$ cat config.mk
export PLATFORM = sky130hd
export DESIGN_NAME = sdbt_timer
export DESIGN_NICKNAME = d
export VERILOG_FILES = /design/src/verilog/sdbt_pkg.sv /design/src/verilog/sdbt_timer.sv
export SDC_FILE = /design/constraint.sdc
export NUM_CORES = 1
export LEC_CHECK = 0
export BUFFER_PORTS_ARGS = -buffer_cell sky130_fd_sc_hd__buf_2
export CAP_MARGIN = 20
export CORE_ASPECT_RATIO = 0.6
export CORE_MARGIN = 5
export CORE_UTILIZATION = 45
export DETAILED_ROUTE_END_ITERATION = 6
export PLACE_DENSITY = 0.63
export SLEW_MARGIN = 5
export SYNTH_ARGS = -nofsm -noshare
export SYNTH_HDL_FRONTEND = slang
export SYNTH_SLANG_ARGS = --single-unit
$ cat constraint.sdc
create_clock -name clk_sys -period 3.6 [get_ports clk_sys]
set_input_delay 0.72 -clock clk_sys [delete_from_list [all_inputs] [get_ports clk_sys]]
set_output_delay 0.72 -clock clk_sys [all_outputs]
set_load 0.01 [all_outputs]
$ cat src/verilog/sdbt_pkg.sv
// Constants, field layouts and types of the split-mode dual byte timer
package sdbt_pkg;
    // ***************************************************
    // Register indices (byte address = 4 * index)
    // ***************************************************
    localparam logic [5:0] SDBT_IX_CLKEN  = 6'h00;
    localparam logic [5:0] SDBT_IX_CMPEN  = 6'h01;
    localparam logic [5:0] SDBT_IX_OVAL   = 6'h02;
    localparam logic [5:0] SDBT_IX_SPLIT  = 6'h03;
    localparam logic [5:0] SDBT_IX_CLR    = 6'h04;
    localparam logic [5:0] SDBT_IX_SET    = 6'h05;
    localparam logic [5:0] SDBT_IX_INTEN  = 6'h0a;
    localparam logic [5:0] SDBT_IX_FLAGS  = 6'h0b;
    localparam logic [5:0] SDBT_IX_LOW_CNT = 6'h20;
    localparam logic [5:0] SDBT_IX_HCNT   = 6'h21;
    localparam logic [5:0] SDBT_IX_LPER   = 6'h26;
    localparam logic [5:0] SDBT_IX_HPER   = 6'h27;
    localparam logic [5:0] SDBT_IX_LOW_CMP = 6'h28;
    localparam logic [5:0] SDBT_IX_HCMP   = 6'h29;
    localparam logic [5:0] SDBT_IX_CSTEP  = 6'h02;

    // ***************************************************
    // Field positions, masks and reset values
    // ***************************************************
    localparam int         SDBT_CMD_LSB   = 2;
    localparam int         SDBT_F_LOW_UNF  = 0;
    localparam int         SDBT_F_HIGH_UNF = 1;
    localparam int         SDBT_F_LCMP    = 4;
    localparam logic [7:0] SDBT_M_CLKEN   = 8'h0f;
    localparam logic [7:0] SDBT_M_CHAN    = 8'h77;
    localparam logic [7:0] SDBT_M_SPLIT   = 8'h01;
    localparam logic [7:0] SDBT_M_STAT    = 8'h03;
    localparam logic [7:0] SDBT_M_FLAGS   = 8'h73;
    localparam logic [7:0] SDBT_RST_BYTE  = 8'h00;
    localparam logic [7:0] SDBT_RST_PER   = 8'hff;

    // Prescaler tick masks, divide by 1..1024
    localparam logic [7:0][9:0] SDBT_DIV_MASK = {
        10'h3ff, 10'h0ff, 10'h03f, 10'h00f,
        10'h007, 10'h003, 10'h001, 10'h000};

    // Software commands
    typedef enum logic [1:0] {
        SDBT_CMD_NONE    = 2'h0,
        SDBT_CMD_UPDATE  = 2'h1,
        SDBT_CMD_RESTART = 2'h2,
        SDBT_CMD_HARD    = 2'h3
    } sdbt_cmd_e;

    // Clock select and enable register layout
    typedef struct packed {
        logic [3:0] rsv;
        logic [2:0] prescale_select;
        logic       enable;
    } sdbt_clken_s;
endpackage : sdbt_pkg

$ cat src/verilog/sdbt_timer.sv
// Split-mode dual byte timer with APB register slave
//
// What this block does
// - Prescale codes 0-7 divide clock 1..1024
// - Enable bit zero stops all counting
// - Compare enable drives waveform pin
// - Idle level bits drive outputs when disabled
// - Split select turns on two byte counters
// - Command field: none, update, restart, reset
// - Command field always reads zero
// - Hard reset ignored while timer enabled
// - Clear register writes one clear status
// - Set register writes one set status
// - Both command registers read same status
// - Bits 6:4 enable compare interrupts
// - Bits 1:0 enable underflow interrupts
// - Low compare flag set on value match
// - Flags clear only by writing one or by hard reset
// - High underflow sets flag bit 1
// - Low underflow sets flag bit 0
`timescale 1ns/1ps
module sdbt_timer
    import sdbt_pkg::*;
(
    input  wire logic        clk_sys,
    input  wire logic        rst,
    input  wire logic        psel,
    input  wire logic        penable,
    input  wire logic        pwrite,
    input  wire logic [7:0]  paddr,
    input  wire logic [31:0] pwdata,
    output logic      [31:0] prdata,
    output logic             pready,
    output logic             pslverr,
    input  wire logic [5:0]  port_out,
    output logic      [5:0]  waveform_pin,
    output logic             update_pulse,
    output logic             irq
);
    // ***************************************************
    // Register state
    // ***************************************************
    sdbt_clken_s clken_r;
    logic [7:0]  cmpen_r;
    logic [7:0]  oval_r;
    logic        split_r;
    logic [7:0]  stat_r;
    logic [7:0]  inten_r;
    logic [7:0]  flags_r;
    logic [7:0]  cnt_r [2];
    logic [7:0]  per_r [2];
    logic [7:0]  cmp_r [6];
    logic [9:0]  presc_r;
    logic [5:0]  wg_r;
    logic [31:0] prdata_r;
    logic        pready_r;
    logic        pslverr_r;
    logic [5:0]  pin_r;
    logic        upd_r;
    logic        irq_r;

    // ***************************************************
    // APB decode
    // ***************************************************
    logic [5:0]  ix;
    logic        cmp_hit_ix;
    logic [2:0]  cmp_ch;
    logic        mapped;
    logic        fire;
    logic        wr;
    logic [7:0]  wd;
    logic [1:0]  cmd;
    logic        cmd_wr;
    logic        do_restart;
    logic        do_hard;
    logic        running;
    logic        tick;
    logic [1:0]  unf;
    logic [2:0]  lmatch;
    logic [7:0]  flags_nxt;
    logic [7:0]  rd_val;

    assign ix   = paddr[7:2];
    assign wd   = pwdata[7:0];
    assign fire = psel & penable & pready_r;
    assign wr   = fire & pwrite & mapped;

    // Which compare register an index hits
    always_comb begin
        cmp_hit_ix = 1'b0;
        cmp_ch     = 3'h0;
        for (int n = 0; n < 3; n++) begin
            if (ix == SDBT_IX_LOW_CMP + 6'(n) * SDBT_IX_CSTEP) begin
                cmp_hit_ix = 1'b1;
                cmp_ch     = 3'(n);
            end
            if (ix == SDBT_IX_HCMP + 6'(n) * SDBT_IX_CSTEP) begin
                cmp_hit_ix = 1'b1;
                cmp_ch     = 3'(n + 3);
            end
        end
    end

    // Address map check; misaligned is unmapped
    always_comb begin
        case (ix)
            SDBT_IX_CLKEN, SDBT_IX_CMPEN, SDBT_IX_OVAL,
            SDBT_IX_SPLIT, SDBT_IX_CLR, SDBT_IX_SET,
            SDBT_IX_INTEN, SDBT_IX_FLAGS, SDBT_IX_LOW_CNT,
            SDBT_IX_HCNT, SDBT_IX_LPER, SDBT_IX_HPER:
                mapped = (paddr[1:0] == 2'h0);
            default:
                mapped = cmp_hit_ix & (paddr[1:0] == 2'h0);
        endcase
    end

    // Read multiplexer
    always_comb begin
        case (ix)
            SDBT_IX_CLKEN: rd_val = clken_r & SDBT_M_CLKEN;
            SDBT_IX_CMPEN: rd_val = cmpen_r;
            SDBT_IX_OVAL:  rd_val = oval_r;
            SDBT_IX_SPLIT: rd_val = {7'h00, split_r};
            SDBT_IX_CLR,
            SDBT_IX_SET:   rd_val = stat_r;
            SDBT_IX_INTEN: rd_val = inten_r;
            SDBT_IX_FLAGS: rd_val = flags_r;
            SDBT_IX_LOW_CNT: rd_val = cnt_r[0];
            SDBT_IX_HCNT:  rd_val = cnt_r[1];
            SDBT_IX_LPER:  rd_val = per_r[0];
            SDBT_IX_HPER:  rd_val = per_r[1];
            default:       rd_val = cmp_hit_ix ? cmp_r[cmp_ch] : 8'h00;
        endcase
    end

    // Two-cycle access: pready one cycle after access
    always_ff @(posedge clk_sys) begin
        if (rst) begin
            pready_r  <= 1'b0;
            pslverr_r <= 1'b0;
            prdata_r  <= 32'h0000_0000;
        end else begin
            pready_r  <= psel & penable & ~pready_r;
            pslverr_r <= psel & penable & ~pready_r & ~mapped;
            if (psel & penable & ~pready_r) begin
                prdata_r <= (mapped & ~pwrite) ? {24'h00_0000, rd_val}
                                               : 32'h0000_0000;
            end
        end
    end

    // ***************************************************
    // Commands
    // ***************************************************
    assign cmd_wr = wr & ((ix == SDBT_IX_CLR) | (ix == SDBT_IX_SET));
    assign cmd    = cmd_wr ? wd[SDBT_CMD_LSB +: 2] : SDBT_CMD_NONE;
    assign do_restart = (cmd == SDBT_CMD_RESTART);
    assign do_hard    = (cmd == SDBT_CMD_HARD) & ~clken_r.enable;

    // Update strobe handed to buffer logic outside
    always_ff @(posedge clk_sys) begin
        if (rst)
            upd_r <= 1'b0;
        else
            upd_r <= (cmd == SDBT_CMD_UPDATE);
    end

    // Status bits: set and clear by ones
    always_ff @(posedge clk_sys) begin
        if (rst || do_hard)
            stat_r <= SDBT_RST_BYTE;
        else if (wr && ix == SDBT_IX_CLR)
            stat_r <= stat_r & ~(wd & SDBT_M_STAT);
        else if (wr && ix == SDBT_IX_SET)
            stat_r <= stat_r | (wd & SDBT_M_STAT);
    end

    // ***************************************************
    // Control registers
    // ***************************************************
    always_ff @(posedge clk_sys) begin
        if (rst) begin
            clken_r <= SDBT_RST_BYTE;
            split_r <= 1'b0;
        end else if (wr) begin
            if (ix == SDBT_IX_CLKEN)
                clken_r <= wd & SDBT_M_CLKEN;
            if (ix == SDBT_IX_SPLIT)
                split_r <= wd[0];
        end
    end

    // Channel configuration, cleared by hard reset
    always_ff @(posedge clk_sys) begin
        if (rst || do_hard) begin
            cmpen_r <= SDBT_RST_BYTE;
            oval_r  <= SDBT_RST_BYTE;
            inten_r <= SDBT_RST_BYTE;
        end else if (wr) begin
            if (ix == SDBT_IX_CMPEN)
                cmpen_r <= wd & SDBT_M_CHAN;
            if (ix == SDBT_IX_OVAL)
                oval_r <= wd & SDBT_M_CHAN;
            if (ix == SDBT_IX_INTEN)
                inten_r <= wd & SDBT_M_FLAGS;
        end
    end

    // Period and compare values
    always_ff @(posedge clk_sys) begin
        if (rst || do_hard) begin
            per_r[0] <= SDBT_RST_PER;
            per_r[1] <= SDBT_RST_PER;
            for (int n = 0; n < 6; n++)
                cmp_r[n] <= SDBT_RST_BYTE;
        end else if (wr) begin
            if (ix == SDBT_IX_LPER)
                per_r[0] <= wd;
            if (ix == SDBT_IX_HPER)
                per_r[1] <= wd;
            if (cmp_hit_ix)
                cmp_r[cmp_ch] <= wd;
        end
    end

    // ***************************************************
    // Prescaler and counters
    // ***************************************************
    assign running = clken_r.enable & split_r;
    assign tick    = running &
        ((presc_r & SDBT_DIV_MASK[clken_r.prescale_select])
         == 10'h000);

    // Free prescaler, held at zero while stopped
    always_ff @(posedge clk_sys) begin
        if (rst || !running || do_restart)
            presc_r <= 10'h000;
        else
            presc_r <= presc_r + 10'h001;
    end

    // Two byte down-counters; bus write wins
    always_ff @(posedge clk_sys) begin
        for (int i = 0; i < 2; i++) begin
            if (rst || do_hard) begin
                cnt_r[i] <= SDBT_RST_BYTE;
            end else if (wr && ix == SDBT_IX_LOW_CNT + 6'(i)) begin
                cnt_r[i] <= wd;
            end else if (do_restart) begin
                cnt_r[i] <= per_r[i];
            end else if (tick) begin
                cnt_r[i] <= (cnt_r[i] == 8'h00) ? per_r[i]
                                                : cnt_r[i] - 8'h01;
            end
        end
    end

    // Bottom and compare events
    always_comb begin
        for (int i = 0; i < 2; i++) begin
            unf[i] = tick & (cnt_r[i] == 8'h00);
        end
        for (int n = 0; n < 3; n++) begin
            lmatch[n] = tick & (cnt_r[0] == cmp_r[n]);
        end
    end

    // ***************************************************
    // Flags and interrupt
    // ***************************************************
    always_comb begin
        flags_nxt = flags_r;
        if (wr && ix == SDBT_IX_FLAGS) begin
            flags_nxt = flags_r & ~(wd & SDBT_M_FLAGS);
        end
        flags_nxt[SDBT_F_LOW_UNF] = flags_nxt[SDBT_F_LOW_UNF] | unf[0];
        flags_nxt[SDBT_F_HIGH_UNF] = flags_nxt[SDBT_F_HIGH_UNF] | unf[1];
        flags_nxt[SDBT_F_LCMP +: 3] =
            flags_nxt[SDBT_F_LCMP +: 3] | lmatch;
    end

    // Sticky flags, event beats clear
    always_ff @(posedge clk_sys) begin
        if (rst || do_hard)
            flags_r <= SDBT_RST_BYTE;
        else
            flags_r <= flags_nxt;
    end

    // Level interrupt from enabled flags
    always_ff @(posedge clk_sys) begin
        if (rst)
            irq_r <= 1'b0;
        else
            irq_r <= |(flags_r & inten_r);
    end

    // ***************************************************
    // Waveform outputs
    // ***************************************************
    always_ff @(posedge clk_sys) begin
        if (rst) begin
            wg_r  <= 6'h00;
            pin_r <= 6'h00;
        end else begin
            for (int n = 0; n < 3; n++) begin
                if (!clken_r.enable) begin
                    wg_r[n]     <= oval_r[n];
                    wg_r[n + 3] <= oval_r[n + 4];
                end else begin
                    wg_r[n]     <= cnt_r[0] < cmp_r[n];
                    wg_r[n + 3] <= cnt_r[1] < cmp_r[n + 3];
                end
                pin_r[n]     <= cmpen_r[n] ? wg_r[n]
                                           : port_out[n];
                pin_r[n + 3] <= cmpen_r[n + 4] ? wg_r[n + 3]
                                               : port_out[n + 3];
            end
        end
    end

    assign prdata       = prdata_r;
    assign pready       = pready_r;
    assign pslverr      = pslverr_r;
    assign waveform_pin = pin_r;
    assign update_pulse = upd_r;
    assign irq          = irq_r;

    // ***************************************************
    // Assertions
    // ***************************************************
    property p_div2;
        @(posedge clk_sys) disable iff (rst)
        (tick && clken_r.prescale_select == 3'h1 && !do_restart
         && !wr) |=> !tick;
    endproperty
    a_div2: assert property (p_div2)
        else $error("div2 prescaler ticked twice");
    property p_stop;
        @(posedge clk_sys) disable iff (rst)
        (!clken_r.enable && !wr) |=> cnt_r[0] == $past(cnt_r[0]);
    endproperty
    a_stop: assert property (p_stop)
        else $error("disabled counter moved");
    property p_pin;
        @(posedge clk_sys) disable iff (rst)
        cmpen_r[0] ##1 cmpen_r[0] |-> pin_r[0] == $past(wg_r[0]);
    endproperty
    a_pin: assert property (p_pin)
        else $error("enabled pin not driven by generator");
    property p_idle;
        @(posedge clk_sys) disable iff (rst)
        (!clken_r.enable && cmpen_r[0]) ##1 cmpen_r[0]
        |=> pin_r[0] == $past(oval_r[0], 2);
    endproperty
    a_idle: assert property (p_idle)
        else $error("idle level not on pin");
    property p_cmdz;
        @(posedge clk_sys) disable iff (rst)
        (fire && !pwrite && (ix == SDBT_IX_CLR || ix == SDBT_IX_SET))
        |-> prdata_r[3:2] == 2'h0 && prdata_r[7:0] == stat_r;
    endproperty
    a_cmdz: assert property (p_cmdz)
        else $error("command field read nonzero");
    property p_hard;
        @(posedge clk_sys) disable iff (rst)
        (cmd == SDBT_CMD_HARD && clken_r.enable)
        |=> per_r[0] == $past(per_r[0]);
    endproperty
    a_hard: assert property (p_hard)
        else $error("hard reset acted while enabled");
    property p_setclr;
        @(posedge clk_sys) disable iff (rst)
        (wr && ix == SDBT_IX_SET && wd[0] && !do_hard) |=> stat_r[0]
        ##0 (stat_r[1] == $past(stat_r[1]) || $past(wd[1]));
    endproperty
    a_setclr: assert property (p_setclr)
        else $error("status set by one failed");
    property p_w1c;
        @(posedge clk_sys) disable iff (rst)
        (wr && ix == SDBT_IX_FLAGS && wd[0] && !unf[0])
        |=> !flags_r[0];
    endproperty
    a_w1c: assert property (p_w1c)
        else $error("flag not cleared by one");
    property p_sticky;
        @(posedge clk_sys) disable iff (rst)
        (flags_r[1] && !do_hard
         && !(wr && ix == SDBT_IX_FLAGS && wd[1])) |=> flags_r[1];
    endproperty
    a_sticky: assert property (p_sticky)
        else $error("flag cleared on its own");
    property p_unf;
        @(posedge clk_sys) disable iff (rst)
        unf[0] |=> flags_r[0] ##1 (irq_r || !$past(inten_r[0]));
    endproperty
    a_unf: assert property (p_unf)
        else $error("underflow flag or interrupt missing");
endmodule : sdbt_timer

# After elaboration in Yosys (flattened, before gate mapping)
# Memories as Yosys holds them, arrays and structs flattened. A register that Yosys moved wholly into a read port is not among the register bits.
# Index checks and enable logic that the tools add are counted.
dict set report word_totals {
  regBits 96
  out_inout_bits 42
  n_memories 4
  inputBits 51
  wordCells 200
  ramBits 80
  mem_bits_ro 80
}
dict set report op_classes {
  muxes 82
  bitwise_logic 40
  eq_ne 23
  n_reduce_logical 24
  order_cmp 7
  n_addsub 3
}
# name words word_bits read_ports rd_clocked_by_memory_dff write_ports line
set memory_table {}
lappend memory_table {{(no name shown)} 8 10 1 1 0 sdbt_timer.sv:231} ;# ((presc_r & SDBT_DIV_MASK[clken_r.prescale_select])
lappend memory_table {cmp_r 6 8 7 0 6 sdbt_timer.sv:52} ;# logic [7:0] cmp_r [6];
lappend memory_table {cnt_r 2 8 2 0 2 sdbt_timer.sv:50} ;# logic [7:0] cnt_r [2];
lappend memory_table {per_r 2 8 2 0 2 sdbt_timer.sv:51} ;# logic [7:0] per_r [2];
# cell count
set ops {}
lappend ops {{two-way mux 8 bit} 15}
lappend ops {{case mux 8 bit (11 select lines)} 1}
lappend ops {{== test 6 bit (second input constant)} 10}
lappend ops {{two-way mux 1 bit} 55}
lappend ops {{< comparator 8 bit} 6}
lappend ops {{== test 8 bit} 3}
lappend ops {{two-way mux 3 bit} 6}
lappend ops {{AND 1 bit} 17}
lappend ops {{AND 8 bit} 2}
lappend ops {{zero test 8 bit} 2}
lappend ops {{OR reduction 8 bit} 2}
lappend ops {{subtractor 8 x 1 -> 8 bit (second input constant)} 2}
lappend ops {{== test 6 x 2 -> 1 bit (second input constant)} 2}
lappend ops {{== test 6 x 3 -> 1 bit (second input constant)} 2}
lappend ops {{== test 6 x 4 -> 1 bit (second input constant)} 2}
lappend ops {{OR reduction 12 bit} 1}
lappend ops {{bitwise OR 1 bit} 11}
lappend ops {{adder 10 x 1 -> 10 bit (second input constant)} 1}
lappend ops {{AND 10 bit} 1}
lappend ops {{zero test 10 bit} 1}
lappend ops {{two-way mux 10 bit} 1}
lappend ops {{AND reduction 2 bit} 5}
lappend ops {{AND 8 x 7 -> 8 bit} 1}
lappend ops {{inverter 2 -> 8 bit} 1}
lappend ops {{other kinds (17)} 29}

# Logic depth before layout (Yosys ltp)
dict set report logic_depth {
  depth_word 20
  depth_mapped 10
  mapped_depth_nobuf 8
}

# Worst setup path after synthesis
# Ideal clock, no wire load.
dict set report synth_timing {
  kind {input port to flip-flop}
  startpoint {input port paddr[3]}
  endpoint {memory cmp_r[1][0], enable pin}
  setup_slack_ns 0.738
  arrival_ns 2.478
  required_ns 3.216
  path_stages 7
  setup_time_ns 0.384
  path_cell_list {buf_2 nor3b_1 o21a_1 buf_2 buf_2 nand2_1 o21ai_0}
}
# element line
set synth_lines {}
lappend synth_lines {{from (decl)} sdbt_timer.sv:30} ;# input wire logic [7:0] paddr,
lappend synth_lines {{to (decl)} sdbt_timer.sv:52}

==> summary.md <==
| Metric | Value |
|---|---|
| Status | `complete, no violations` |
| VDD IR max | `0.0003682 V` |
| Stages on the worst setup path | `7` |
| Reg power frac | `0.464` |
| Reg2Reg Depth | `6` |
| Crit path max-delay family | `simple AND/OR/NAND/NOR gates` |
| Row cnt | `39` |
| Final Power | `4.070 mW` |
| CP Launch Type | `input port` |
| EDFF count, synth | `82` |
| Finished Cell Area | `0.01002 mm2` |
| Antenna Violating Nets Remaining | `0` |
| Crit path capture type | `register` |
| Slew headroom | `0.2807` |
| Worst-margin pin slew | `1.075 ns` |
| Switching part of the total | `0.2590` |
| CP max stage cell | `nor2_1` |
| Clock sinks | `152` |
| Final #Nets | `1091` |
| Die H | `118.7 um` |
| Ordered list of cells on the worst path | `buf_2 > and3b_1 > o21ai_0 > o211ai_1 > nor2_1 > nor2_1 > nand4_1` |
| #FFs+latches synth | `152` |
| DRC Markers | `0` |
| Post-synthesis sequential area ratio | `0.4362` |
| Starting Density | `0.4619` |
| Final max-slew violation count | `0` |
| GR Overflow Total | `0` |
| Initial antenna violation count | `0` |
| Die width | `191.1 um` |
| Reg clk slew, reported paths | `0.06 ns` |
| Routability cong. | `1.009` |
| HPWL Detailed | `22650 um` |
| Switching pwr | `1.054 mW` |
| Crit Path Category | `input port to register` |
| Fillers | `1762` |
| Worst Path Required | `3.60 ns` |
| Pwr Density | `406.1 mW/mm2` |
| Synthesized netlist cell count | `928` |
| Peak Freq | `324.9 MHz` |
| Clock root buffer master | `clkbuf_16` |
| Setup WS post-layout | `0.5224 ns` |
| Post-CTS Setup Inserts | `0` |
| RSZ-0062 raised after global routing | `no` |
| Drt pass-1 iters | `6` |
| Vias in the first global route | `6806` |
| Total internal power | `3.016 mW` |
| Syn_area_per_cell | `9.544 um2` |
| Worst hold path type | `register to register` |
| Leading area contributor after synthesis | `edfxtp_1` |
| Maximum fanout along the worst path | `16` |
| Port Buffers | `44` |
| Mapped cell area | `0.008857 mm2` |
| Largest net degree at the start of global routing | `23` |
| GRT Total Usage | `0.2665` |
| Ranking of synthesized cells by area | `edfxtp_1 28%, dfxtp_1 16%, ha_1 7.1%, mux2i_1 4.6%, nor2_1 3.6%` |
| Post-Layout Cell Count | `1270` |
| Arr. time, crit path | `3.08 ns` |
| Slowest Stage Delay on Critical Path | `0.81 ns` |
| Cts hold-fix bufs | `0` |
| Synth async-reset ratio | `0` |
| Final Hold Viols | `0` |
| Pre-CTS setup slack | `-0.01491 ns` |
| # Max-Cap Violations | `0` |
| Lkg Pwr | `3.939 nW` |
| Ys Warns | `0` |
| Initial DRC count | `998` |
| DP Area | `0.009389 mm2` |
| Layout cells sized above 1 | `0.1366` |
| Buffers & Inverters on Critical Path | `1` |
| Most used cell, CP | `nor2_1` |
| Hold depth | `2` |
| Tmin final | `3.078 ns` |
| Final Skew | `0.006320 ns` |
| TritonCTS Buffers | `17` |
| Number of vias per cell | `6.050` |
| Clock power frac | `0.452` |
| Die Area | `0.02268 mm2` |
| Dpl cells | `1232` |
| Worst-skew pair later-pin latency | `0.44 ns` |
| Final setup vio count | `0` |
| Unique masters post-synth | `68` |
| Clock tree buffer depth | `2` |
| I/O pin total | `93` |
| Vias | `7683` |
| Area growth syn-to-layout | `13.14%` |
| Share of the synthesized area in the top cell type | `0.2780` |
| Combinational Power Share | `0.084` |
| Routed Wire Length | `30610 um` |
| Drt wl/cell | `24.10 um` |
| H-tree depth | `4` |
| Finished Core Util | `0.5225` |
| TritonCTS clock tree | `done` |
| Core area | `0.01918 mm2` |
| Top FF cell, synth | `edfxtp_1` |
| First-pass GRT wire length | `44320 um` |
| Tcrit/Tclk final | `0.8549` |
| Post-CTS sizing | `0` |
cell usage after synthesis (4+ instances only):
cell / n
o21ai_1: 4
clkbuf_1: 22
and4_1: 4
nor2b_1: 10
nor4_1: 4
a22o_1: 5
a221oi_1: 10
nor2_1: 86
o21ai_0: 38
nand3_1: 20
buf_2: 14
a32o_1: 4
a31oi_1: 5
inv_1: 54
ha_1: 50
buf_4: 28
and2_1: 48
dfxtp_1: 70
nand2b_1: 11
a22oi_1: 21
a211oi_1: 19
or3_1: 14
and3_1: 4
nand4_1: 13
a21oi_1: 44
o211ai_1: 7
o31ai_1: 7
a21boi_0: 6
mux2i_1: 41
a221o_1: 5
nor3_1: 23
or4_1: 5
xnor2_1: 13
nand3b_1: 4
nand2_1: 69
edfxtp_1: 82
o21a_1: 6
xor2_1: 6
routing by layer:
metal | vias to the layer above | GRT usage | share of wire
li1 | 3470 | - | -
met1 | 3613 | 0.4197 | 0.45
met2 | 546 | 0.3341 | 0.37
met3 | 52 | 0.1025 | 0.16
met4 | 2 | 0.06502 | 0.021
met5 | - | 0 | 0.00049
worst min-delay path: stages (launching register included):
cell	delay, ns
dfxtp_1	0.33
nand2_1	0.05
o31ai_1	0.06
final cells by class:
cell class,instances,area (um2),share of cell area
clock buffers,22,529.3,0.05282
diodes,1,2.502,0.0002497
inverters,54,202.7,0.02023
flip-flops and latches,152,3864,0.3856
well taps,266,332.8,0.03321
clock inverters,10,75.07,0.007492
repair buffers,87,530.5,0.05294
multi-input cells,678,4484,0.4475
path summary, 6_finish.rpt:
kind,startpoint,end,slack [ns]
worst max-delay path,paddr[4],cnt_r[0][7],0.52
worst min-delay path,prdata[4],prdata[4],0.47
worst max register to register,pready,cnt_r[0][7],0.84
worst min register to register,prdata[4],prdata[4],0.47
state kept, by name, indices dropped and copies added, names as in the netlist, 4 cells and up, named ones only:
name and count:
clken_r 4, cmp_r 50, cmpen_r 6, cnt_r 16
flags_r 5, inten_r 5, oval_r 6, per_r 16
prdata 8, presc_r 10, waveform_pin 6, wg_r 6
per-stage QoR:
| step | TNS [ns] | hold slack, ns |
|---|---|---|
| 6_report | 0 | 0.4717 |
| 3_5_place_dp | -0.1173 | 0.4589 |
| 5_1_grt | 0 | 0.4865 |
| 3_3_place_gp | 0 | 0.4511 |
| 4_1_cts | 0 | 0.4728 |
| 2_1_floorplan | 0 | 0.4379 |
power groups by stage:
stage	combinational, mW	sequential (mW)	clock [mW]
after global routing	0.366	1.89	1.92
after CTS	0.326	1.89	1.84
after detailed placement	0.325	1.92	0
after floorplan	0.216	1.91	0
after global placement	0.321	1.92	0
final	0.341	1.89	1.84
cells by family (layout without fill, tap and decap cells):
family | after synthesis | in the layout | share of synthesized area
AO/OA/AOI/OAI | 205 | 205 | 0.1579
XOR/XNOR | 19 | 19 | 0.01879
adder cells (fa/ha/maj) | 50 | 50 | 0.07063
buffers and inverters | 123 | 173 | 0.06851
flip-flops | 152 | 152 | 0.4362
multiplexers | 44 | 44 | 0.05015
other | 1 | 27 | 0.0004234
AND/OR/NAND/NOR | 334 | 334 | 0.1973
placed cells by master, fill, tap and decap left out, drive strengths merged, types with 8 or more instances in the layout:
master and count:
nor2 87, buf 85, edfxtp 82, dfxtp 70
nand2 69, inv 60, ha 50, and2 48
a21oi 45, o21ai 42, mux2i 41, conb 26
nor3 26, clkbuf 24, a22oi 21, nand3 20
a211oi 19, or3 14, nand4 13, xnor2 13
nand2b 11, nor2b 10, a221oi 10, o211ai 8
(Power assumes the default switching activity.)
